### config.mk
export PLATFORM = sky130hd
export DESIGN_NAME = extended_bit_mapping_engine
export DESIGN_NICKNAME = d
export VERILOG_FILES = /design/src/bit_map_pkg.sv /design/src/extended_bit_mapping_engine.sv
export SDC_FILE = /design/constraint.sdc
export NUM_CORES = 2
export LEC_CHECK = 0
export BUFFER_PORTS_ARGS = -buffer_cell sky130_fd_sc_hd__buf_2
export CAP_MARGIN = 20
export CORE_ASPECT_RATIO = 1.25
export CORE_MARGIN = 4
export CORE_UTILIZATION = 43
export CTS_BUF_LIST = sky130_fd_sc_hd__clkbuf_8
export DETAILED_ROUTE_END_ITERATION = 16
export HOLD_SLACK_MARGIN = 0.15
export PLACE_DENSITY = 0.64
export SYNTH_ARGS = -nofsm -noshare
export SYNTH_HDL_FRONTEND = slang
export SYNTH_SLANG_ARGS = --single-unit
### constraint.sdc
create_clock -name sys_clk -period 59.8 [get_ports sys_clk]
set_clock_uncertainty 0.2 [all_clocks]
set_input_delay 11.96 -clock sys_clk [delete_from_list [all_inputs] [get_ports sys_clk]]
set_output_delay 11.96 -clock sys_clk [all_outputs]
set_load 0.01 [all_outputs]
### src/bit_map_pkg.sv
// Overview of operation
// - Sixteen independent mapping entries, selected by index one to sixteen.
// - An entry copies any length up to and including 1024 bits.
// - Entry holds source register, source bit, target register, target bit, length.
// - Bit copies run only after the standard area mapping of the cycle finished.
// - Entries run in index order, so a later entry wins on overlap.
// - Configured entries are stored at once but used only after a restart.
// - Changed mapping entries take effect only when the module restarts; script and terminal port settings change at once.
// - A restart holds fieldbus traffic and releases it when reinitialised.
// - Writing 0x0002 to restore_defaults_command restores defaults and re-enables terminal.
// - Factory reset needs confirmation value 36, then defaults and a restart.
// - Deleting an entry clears it so that it copies nothing.
// - The module runs cyclically, distributing data once per cycle.
// - Interfaces exchange data through their own buffers, not tied to the cycle.
// - A cycle normally ends below 1 ms, though it may exceed 5 ms.
// - Script enable toggles on and off; script port toggles serial and terminal.
`default_nettype none
package bit_map_pkg;
  localparam int unsigned ENTRY_COUNT = 16;
  localparam int unsigned LEN_W = 11;
  localparam logic [10:0] LEN_MAX = 11'h400;
  localparam logic [15:0] DEFAULT_REG = 16'h0001;
  localparam logic [3:0] DEFAULT_BIT = 4'h0;
  localparam logic [10:0] DEFAULT_LEN = 11'h000;
  localparam logic [15:0] CMD_REG_ADDR = 16'h0001;
  localparam logic [15:0] CMD_RESTORE = 16'h0002;
  localparam logic [15:0] CMD_REG_RESET = 16'h0000;
  localparam logic [7:0] FACTORY_CONFIRM = 8'h24;
  localparam logic [7:0] RESTART_CYCLES = 8'h10;
  localparam int unsigned CLK_HZ = 50_000_000;
  localparam int unsigned CYCLE_NORMAL_US = 1000;
  localparam int unsigned CYCLE_LONG_US = 5000;
  localparam int unsigned CYCLE_NORMAL_CLKS = CYCLE_NORMAL_US * (CLK_HZ / 1_000_000);
  localparam int unsigned CYCLE_LONG_CLKS = CYCLE_LONG_US * (CLK_HZ / 1_000_000);
  localparam int unsigned CYC_CNT_W = 20;

  typedef struct packed {
    logic [15:0] src_reg;
    logic [3:0]  src_bit;
    logic [15:0] dst_reg;
    logic [3:0]  dst_bit;
    logic [10:0] length;
  } map_entry_t;

  localparam map_entry_t DEFAULT_ENTRY = '{DEFAULT_REG, DEFAULT_BIT, DEFAULT_REG,
                                           DEFAULT_BIT, DEFAULT_LEN};

  typedef enum logic [2:0] {
    ST_IDLE,
    ST_LOAD,
    ST_RD_SRC,
    ST_RD_DST,
    ST_WR_DST,
    ST_NEXT,
    ST_RESTART
  } engine_state_t;
endpackage : bit_map_pkg
`default_nettype wire

### src/extended_bit_mapping_engine.sv
`default_nettype none
module extended_bit_mapping_engine #(
  parameter int unsigned CYCLE_NORMAL_CLKS = bit_map_pkg::CYCLE_NORMAL_CLKS,
  parameter int unsigned CYCLE_LONG_CLKS   = bit_map_pkg::CYCLE_LONG_CLKS
) (
  // Clock and reset.
  input  wire logic        sys_clk,
  input  wire logic        rst,
  // Module cycle sequencing.
  input  wire logic        std_map_done,
  output logic             bit_map_done,
  output logic             bit_map_busy,
  output logic             cycle_slow,
  output logic             cycle_overrun,
  // Shared register space access.
  output logic [15:0]      mem_addr,
  output logic             mem_rd,
  output logic             mem_wr,
  output logic [15:0]      mem_wdata,
  input  wire logic [15:0] mem_rdata,
  input  wire logic        mem_ack,
  // Entry configuration from the terminal or serial register port.
  input  wire logic        cfg_wr,
  input  wire logic        cfg_delete,
  input  wire logic [4:0]  cfg_index,
  input  wire logic [15:0] cfg_src_reg,
  input  wire logic [3:0]  cfg_src_bit,
  input  wire logic [15:0] cfg_dst_reg,
  input  wire logic [3:0]  cfg_dst_bit,
  input  wire logic [10:0] cfg_length,
  output logic             cfg_reject,
  // Serial register port access to the command register.
  input  wire logic        sreg_wr,
  input  wire logic        sreg_rd,
  input  wire logic [15:0] sreg_addr,
  input  wire logic [15:0] sreg_wdata,
  output logic [15:0]      sreg_rdata,
  output logic             sreg_rvalid,
  // Module commands.
  input  wire logic        restart_req,
  input  wire logic        factory_req,
  input  wire logic [7:0]  factory_code,
  input  wire logic        term_port_disable,
  input  wire logic        script_toggle_enable,
  input  wire logic        script_toggle_port,
  // Module status.
  output logic             fieldbus_hold,
  output logic             config_terminal_port_en,
  output logic             script_enable,
  output logic             script_port_terminal
);

  typedef struct packed {
    bit_map_pkg::engine_state_t              st;
    logic [3:0]                              idx;
    bit_map_pkg::map_entry_t [15:0]          stored;
    bit_map_pkg::map_entry_t [15:0]          active;
    logic [10:0]                             remain;
    logic [15:0]                             sa;
    logic [3:0]                              sb;
    logic [15:0]                             da;
    logic [3:0]                              db;
    logic                                    bitv;
    logic [7:0]                              rst_cnt;
    logic [bit_map_pkg::CYC_CNT_W-1:0]       cyc_cnt;
    logic                                    cyc_run;
    logic [15:0]                             cmd_reg;
    logic [15:0]                             mem_addr;
    logic                                    mem_rd;
    logic                                    mem_wr;
    logic [15:0]                             mem_wdata;
    logic                                    map_done;
    logic                                    map_busy;
    logic                                    slow;
    logic                                    overrun;
    logic                                    cfg_reject;
    logic [15:0]                             sreg_rdata;
    logic                                    sreg_rvalid;
    logic                                    fb_hold;
    logic                                    term_en;
    logic                                    script_en;
    logic                                    script_term;
  } state_t;

  state_t cur;
  state_t next_cur;
  localparam int unsigned      CNT_W      = bit_map_pkg::CYC_CNT_W;
  localparam logic [CNT_W-1:0] NORMAL_LIM = CNT_W'(CYCLE_NORMAL_CLKS);
  localparam logic [CNT_W-1:0] LONG_LIM   = CNT_W'(CYCLE_LONG_CLKS);

  always_comb
  begin
    bit_map_pkg::map_entry_t ent;
    logic [15:0]             merged;
    ent = bit_map_pkg::DEFAULT_ENTRY;
    merged = 16'h0000;
    next_cur = cur;
    next_cur.map_done = 1'b0;
    next_cur.sreg_rvalid = 1'b0;
    next_cur.cfg_reject = 1'b0;

    if (cfg_wr)
    begin
      if (cfg_index == 5'h00 || cfg_index > 5'h10)
      begin
        next_cur.cfg_reject = 1'b1;
      end
      else if (cfg_delete)
      begin
        next_cur.stored[4'(cfg_index - 5'h01)] = bit_map_pkg::DEFAULT_ENTRY;
      end
      else if (cfg_length > bit_map_pkg::LEN_MAX)
      begin
        next_cur.cfg_reject = 1'b1;
      end
      else
      begin
        next_cur.stored[4'(cfg_index - 5'h01)] = '{cfg_src_reg, cfg_src_bit, cfg_dst_reg,
                                                   cfg_dst_bit, cfg_length};
      end
    end

    next_cur.script_en = cur.script_en ^ script_toggle_enable;
    next_cur.script_term = cur.script_term ^ script_toggle_port;
    next_cur.term_en = cur.term_en & ~term_port_disable;
    if (sreg_rd)
    begin
      next_cur.sreg_rvalid = 1'b1;
      next_cur.sreg_rdata = (sreg_addr == bit_map_pkg::CMD_REG_ADDR) ? cur.cmd_reg : 16'h0000;
    end

    if (sreg_wr && sreg_addr == bit_map_pkg::CMD_REG_ADDR)
    begin
      next_cur.cmd_reg = sreg_wdata;
      if (sreg_wdata == bit_map_pkg::CMD_RESTORE)
      begin
        next_cur.stored = {16{bit_map_pkg::DEFAULT_ENTRY}};
        next_cur.term_en = 1'b1;
        next_cur.script_en = 1'b0;
        next_cur.script_term = 1'b0;
      end
    end

    if (cur.cyc_run)
    begin
      if (cur.cyc_cnt != {bit_map_pkg::CYC_CNT_W{1'b1}})
      begin
        next_cur.cyc_cnt = cur.cyc_cnt + 1'b1;
      end
      if (cur.cyc_cnt >= NORMAL_LIM)
      begin
        next_cur.slow = 1'b1;
      end
      if (cur.cyc_cnt >= LONG_LIM)
      begin
        next_cur.overrun = 1'b1;
      end
    end

    unique case (cur.st)
      bit_map_pkg::ST_IDLE:
      begin
        if (std_map_done)
        begin
          next_cur.st = bit_map_pkg::ST_LOAD;
          next_cur.idx = 4'h0;
          next_cur.map_busy = 1'b1;
          next_cur.cyc_run = 1'b1;
          next_cur.cyc_cnt = '0;
          next_cur.slow = 1'b0;
          next_cur.overrun = 1'b0;
        end
      end
      bit_map_pkg::ST_LOAD:
      begin
        ent = cur.active[cur.idx];
        if (ent.length == bit_map_pkg::DEFAULT_LEN)
        begin
          next_cur.st = bit_map_pkg::ST_NEXT;
        end
        else
        begin
          next_cur.sa = ent.src_reg;
          next_cur.sb = ent.src_bit;
          next_cur.da = ent.dst_reg;
          next_cur.db = ent.dst_bit;
          next_cur.remain = ent.length;
          next_cur.mem_addr = ent.src_reg;
          next_cur.mem_rd = 1'b1;
          next_cur.st = bit_map_pkg::ST_RD_SRC;
        end
      end
      bit_map_pkg::ST_RD_SRC:
      begin
        if (mem_ack)
        begin
          next_cur.bitv = mem_rdata[cur.sb];
          next_cur.mem_addr = cur.da;
          next_cur.st = bit_map_pkg::ST_RD_DST;
        end
      end
      bit_map_pkg::ST_RD_DST:
      begin
        if (mem_ack)
        begin
          merged = mem_rdata;
          merged[cur.db] = cur.bitv;
          next_cur.mem_wdata = merged;
          next_cur.mem_rd = 1'b0;
          next_cur.mem_wr = 1'b1;
          next_cur.st = bit_map_pkg::ST_WR_DST;
        end
      end
      bit_map_pkg::ST_WR_DST:
      begin
        if (mem_ack)
        begin
          next_cur.sb = cur.sb + 4'h1;
          next_cur.db = cur.db + 4'h1;
          next_cur.sa = (cur.sb == 4'hF) ? cur.sa + 16'h0001 : cur.sa;
          next_cur.da = (cur.db == 4'hF) ? cur.da + 16'h0001 : cur.da;
          next_cur.remain = cur.remain - 11'h001;
          next_cur.mem_wr = 1'b0;
          if (cur.remain == 11'h001)
          begin
            next_cur.st = bit_map_pkg::ST_NEXT;
          end
          else
          begin
            next_cur.mem_addr = (cur.sb == 4'hF) ? cur.sa + 16'h0001 : cur.sa;
            next_cur.mem_rd = 1'b1;
            next_cur.st = bit_map_pkg::ST_RD_SRC;
          end
        end
      end
      bit_map_pkg::ST_NEXT:
      begin
        if (cur.idx == 4'hF)
        begin
          next_cur.st = bit_map_pkg::ST_IDLE;
          next_cur.map_busy = 1'b0;
          next_cur.map_done = 1'b1;
          next_cur.cyc_run = 1'b0;
        end
        else
        begin
          next_cur.idx = cur.idx + 4'h1;
          next_cur.st = bit_map_pkg::ST_LOAD;
        end
      end
      bit_map_pkg::ST_RESTART:
      begin
        if (cur.rst_cnt == 8'h00)
        begin
          next_cur.fb_hold = 1'b0;
          next_cur.st = bit_map_pkg::ST_IDLE;
        end
        else
        begin
          next_cur.rst_cnt = cur.rst_cnt - 8'h01;
        end
      end
    endcase

    if (factory_req && factory_code == bit_map_pkg::FACTORY_CONFIRM)
    begin
      next_cur.stored = {16{bit_map_pkg::DEFAULT_ENTRY}};
      next_cur.term_en = 1'b1;
      next_cur.script_en = 1'b0;
      next_cur.script_term = 1'b0;
      next_cur.cmd_reg = bit_map_pkg::CMD_REG_RESET;
    end

    if (restart_req || (factory_req && factory_code == bit_map_pkg::FACTORY_CONFIRM))
    begin
      next_cur.active = next_cur.stored;
      next_cur.st = bit_map_pkg::ST_RESTART;
      next_cur.rst_cnt = bit_map_pkg::RESTART_CYCLES;
      next_cur.fb_hold = 1'b1;
      next_cur.mem_rd = 1'b0;
      next_cur.mem_wr = 1'b0;
      next_cur.map_busy = 1'b0;
      next_cur.map_done = 1'b0;
      next_cur.cyc_run = 1'b0;
    end
  end

  always_ff @(posedge sys_clk or posedge rst)
  begin
    if (rst)
    begin
      cur <= '0;
      cur.st <= bit_map_pkg::ST_IDLE;
      cur.stored <= {16{bit_map_pkg::DEFAULT_ENTRY}};
      cur.active <= {16{bit_map_pkg::DEFAULT_ENTRY}};
      cur.term_en <= 1'b1;
    end
    else
    begin
      cur <= next_cur;
    end
  end

  assign bit_map_done = cur.map_done;
  assign bit_map_busy = cur.map_busy;
  assign cycle_slow = cur.slow;
  assign cycle_overrun = cur.overrun;
  assign mem_addr = cur.mem_addr;
  assign mem_rd = cur.mem_rd;
  assign mem_wr = cur.mem_wr;
  assign mem_wdata = cur.mem_wdata;
  assign cfg_reject = cur.cfg_reject;
  assign sreg_rdata = cur.sreg_rdata;
  assign sreg_rvalid = cur.sreg_rvalid;
  assign fieldbus_hold = cur.fb_hold;
  assign config_terminal_port_en = cur.term_en;
  assign script_enable = cur.script_en;
  assign script_port_terminal = cur.script_term;

endmodule : extended_bit_mapping_engine
`default_nettype wire

; ---- Word level (Yosys, flattened, before mapping)
; Cells that the tools add are included.
[classes]
addsub = 9
n_lt_le_gt_ge = 10
eq_ne = 30
n_mux = 76
bitwise = 7
reduce_logical = 31
[op_table]
columns = op, count
row1 = $mux 816, 7
row2 = $bwmux 816, 1
row3 = $and 784x784->784, 1
row4 = $not 784->784, 1
row5 = $bmux 51 s4, 1
row6 = $demux 51 s4, 1
row7 = $mux 51, 4
row8 = $pmux 51 s2, 1
row9 = $mux 16, 6
row10 = $mux 20, 3
row11 = $pmux 16 s3, 1
row12 = $mux 18, 2
row13 = $mux 17, 2
row14 = $mux 3, 11
row15 = $add 16x1->16 const B, 2
row16 = $or 32x32->32, 1
row17 = $mux 8, 3
row18 = $ne 3x3->1 const B, 8
row19 = $mux 21, 1
row20 = $pmux 3 s7, 1
row21 = $add 20x1->20 const B, 1
row22 = $ge 20x16->1 const B, 1
row23 = $ge 20x18->1 const B, 1
row24 = $lt 4x5->1 const B, 4
row25 = other kinds (44), 98
[word_totals]
register_bits = 1796
output_inout_bits = 60
word_cells = 350

; ---- Logic depth before layout (Yosys ltp)
[depth]
word_depth = 13
ltp_mapped = 14

; ---- Worst setup path after synthesis
; Ideal clock, no wire load.
[synth_path]
path_type = in2reg
from = in cfg_index[2]
to = reg cur[310] in the netlist's numbering
setup_ns = 0.125
arrival_time_ns = 14.526
required_ns = 59.475
path_slack_ns = 44.949
stages = 11
path_buffers = 4
cell_sequence = buf_2 nor4_1 xnor2_1 nand2_1 or3_1 or3_1 clkbuf_1 clkbuf_1 buf_1 o221a_2 mux2_2
[synth_lines]
columns = element, line_no
row1 = start: declaration, extended_bit_mapping_engine.sv:25  ; input wire logic [4:0] cfg_index,
row2 = end signal: assignment, extended_bit_mapping_engine.sv:300  ; cur <= next_cur;
row3 = end: declaration, extended_bit_mapping_engine.sv:85  ; state_t cur;

; ---- Worst setup path in the final report
[layout_path]
from = in sreg_addr[1]
to = reg cur[644] in the netlist's numbering
[layout_between]
elab_chain_cells = 4
[layout_lines]
columns = element, line_no
row1 = start: declaration, extended_bit_mapping_engine.sv:35  ; input wire logic [15:0] sreg_addr,
row2 = $eq 16x1->1, extended_bit_mapping_engine.sv:132  ; if (sreg_wr && sreg_addr == bit_map_pkg::CMD_REG_ADDR)
row3 = $logic_and 1x1->1, extended_bit_mapping_engine.sv:132
row4 = $mux 816, extended_bit_mapping_engine.sv:132
row5 = $mux 816, extended_bit_mapping_engine.sv:265  ; if (factory_req && factory_code == bit_map_pkg::FACTORY_CONFIRM)
; No other way between the ends.
; A chain may end at the register's enable or synchronous reset.

==> results.md <==
* Status: finished, final reports clean
* Reg2reg start: cur[1789]
* Clock power frac at between 30% and 40%
* Via count at between 50000 and 60000
* CP max-delay cell: buf_4
* Final slew viol count at 0
* H-tree Lvls at 5
* Post-synthesis area per instance at ~11 sq um
* Startpoint types: primary input
* Antenna violations before repair at 10
* Sequential share of power at just under 50%
* Final hold vios at 0
* Final Non-Filler Cells at ~9500
* GRT overflow at 0
* Vias in the first global route at approximately 58000
* Net Sw Power at 0.00104 W
* Largest net degree at the start of global routing at around 250
* Pwr dens at 39.7 nW/um^2
* Post-synth EDFFs at 0
* Crit-path max FO at 102
* RSZ-0062 raised after global routing: no
* First-pass GRT wire length at 365000 microns
* P_int at 0.00235 W
* CTS max path bufs at 4
* Netlist cell types at 73
* Residual DRC at 0
* Post-CTS Resized at 0
* Layout cell share with drive strength beyond 1 at between 10% and 20%
* Clock transition at path regs at around 0.060 ns
* Core ar. at 179000 sq um
* Worst skew pair latency at 1.02 ns
* Starting Density at roughly 43%
* Total power at 0.00339 W
* Synthesized cell area at between 70000 and 80000 sq um
* Final Cycle Share at roughly 29%
* Die area at roughly 190000 sq um
* # port buffers at 184
* Setup crit end: cur[644]
* Dpl ws at around 42 ns
* Root Buffer: clkbuf_8
* Crit path cell chain: buf_2 > nor4b_1 > nand4_1 > clkinv_1 > nand2_1 > o21bai_4 > buf_4 > buf_4 > buf_4 > buf_4 > o31ai_1
* Reg2reg setup slack at roughly 54 ns
* Post-CTS Hold Fix Bufs at 0
* Tmin final at around 17 ns
* Ys async rst share at 100%
* VDD IR max at between 0.02 and 0.03 mV
* Die W at between 300 and 400 microns
* FF+latch count, synth at 1795
* Setup Viol. Count Final at 0
* Placed insts at around 9000
* Syn Inst Count at 7044
* WP depth at 11
* CP dominant cell by count: buf_4
* # IOs at between 150 and 200
* Hold Path Class: reg2reg
* Placer congestion estimate at approximately 0.85
* Post-CTS setup buffers at 0
* Critical Path AT at between 15 and 20 ns
* Area grow syn2layout at 10.3%
* Fmax at between 50 and 60 MHz
* DR vias/cell at slightly above 6
* CP Capture Type: flip-flop
* Gr usage total at approximately 25%
* Die height at 483 microns
* Worst stage delay on the critical path at roughly 0.9 ns
* Critical path origin: sreg_addr[1]
* Worst-margin pin slew at roughly 1.2 ns
* Reg-to-reg endpoint: cur[145]
* TritonCTS clock tree: built
* Clock sinks at 1795
* HPWL after DPL at between 100000 and 150000 microns
* Sequential-to-total area share from yosys stat at roughly 58%
* Most common cell after layout, fill and taps aside: dfrtp_1
* Yosys warns at 0
* Comb pwr share at around 22%
* Antenna Nets Post-Route at 0
* Mapped Nets at 7183
* DRT Pass-1 Iters at 6
* Wire length per cell at 25.2 microns
* Crit path kind: in2reg
* TritonCTS Buffers at roughly 290
* Most frequent cells in the layout: dfrtp_1, nor2_1, nand2_1
* CP delay by family, top: buffers and inverters
* Sw Ratio at just over 30%
* R2R depth at 11
* Pleak at ~38 nW
* Slew margin rel. at a little over a fifth
* Setup ws final at about 42 ns
* Top FF cell, synth: dfrtp_1
* WHS at ~0.27 ns
* Filler Cells Inserted at between 15000 and 20000
* Final wirelength at about 240000 microns
* Row cnt at between 150 and 200
* Setup TNS at 0 ns
* WP data required at slightly above 60 ns
* Net count, final at 7098
* Initial drt markers at ~6400
* CP bufs+invs at 6
* Max-cap violations at 0
==> tightest hold or removal path, cell delays in order, from the launching register on <==
cell and delay (ns):
dfrtp_1 0.34, nand2_1 0.05, nand2_1 0.05
==> registers in the layout, indices dropped and copies added (netlist names) <==
signal                   flops
script_port_terminal         1
mem_wdata                   16
config_terminal_port_en      1
cur                       1736
cycle_overrun                1
bit_map_done                 1
fieldbus_hold                1
sreg_rdata                  16
mem_addr                    16
mem_wr                       1
sreg_rvalid                  1
cycle_slow                   1
cfg_reject                   1
mem_rd                       1
script_enable                1
==> power groups by stage <==
stage	logic [W]	clock network, W	registers (W)
2_1_floorplan	0.000564	0	0.00162
3_3_place_gp	0.000711	0	0.00164
3_5_place_dp	0.000734	0	0.00165
4_1_cts	0.000737	0.00103	0.00163
5_1_grt	0.000810	0.00109	0.00166
6_report	0.000742	0.00102	0.00163
==> cell usage after synthesis, types with 51 or more instances <==
cell / instances / area (sq um)
mux4_2: 238 / 5360
mux2_2: 134 / 1510
nand2_1: 865 / 3250
dfrtp_1: 1730 / 43300
dfstp_2: 65 / 1710
o31ai_1: 676 / 5070
buf_4: 51 / 383
o221a_2: 100 / 1130
buf_2: 67 / 335
nor2_1: 1124 / 4220
o21ai_0: 311 / 1560
nand3_1: 63 / 315
a21oi_1: 97 / 485
clkbuf_1: 543 / 2040
o22ai_1: 439 / 2750
==> cells by family (layout without fill, tap and decap cells) <==
kind of cell / Yosys count / count (layout) / share of synthesized area (%)
buf+inv: 753 / 849 / 4.09
xor+xnor: 34 / 34 / 0.384
other cells: 0 / 5 / 0
simple gates: 2217 / 2217 / 11.5
flops: 1795 / 1795 / 58.1
mux: 436 / 436 / 9.78
compound gates: 1795 / 1795 / 16.0
fa+ha+maj: 14 / 14 / 0.226
==> worst min-delay path by stage <==
stage	slack (ns)	from	end	cells after the start
finish	0.27	cur[473]	cur[473]	2
global route	0.29	cur[296]	cur[296]	2
CTS	0.27	cur[473]	cur[473]	2
detailed placement	0.25	cur[218]	cur[218]	2
global placement	0.25	cur[371]	cur[371]	2
floorplan	0.23	cur[371]	cur[371]	2
==> metrics by stage <==
step	utilization, %	instance area [sq um]
6_report	47.9	85500
5_1_grt	47.9	85500
3_5_place_dp	44.8	80000
2_1_floorplan	-	77500
4_1_cts	47.8	85400
3_3_place_gp	44.8	79900
==> per-layer routing <==
metal,part of all wire (%),vias to the layer above,global-route usage (%)
met3,8.8,503,5.35
li1,-,25200,-
met4,3.5,8,8.78
met2,47,2639,40.7
met5,0.023,-,0
met1,41,30100,34.2
==> final cells by class <==
type                       count  area [sq um]  area share (%)
sequential                  1795         45000            52.7
multi-input combinational   4496         29600            34.7
clock buffer                 352          4840            5.67
tap                         2362          2960            3.46
timing repair buffer         342          2350            2.74
clock inverter               116           543           0.635
inverter                      39           153           0.179
antenna                        5          12.5          0.0146
No activity file was read; power rests on OpenSTA's default activity.
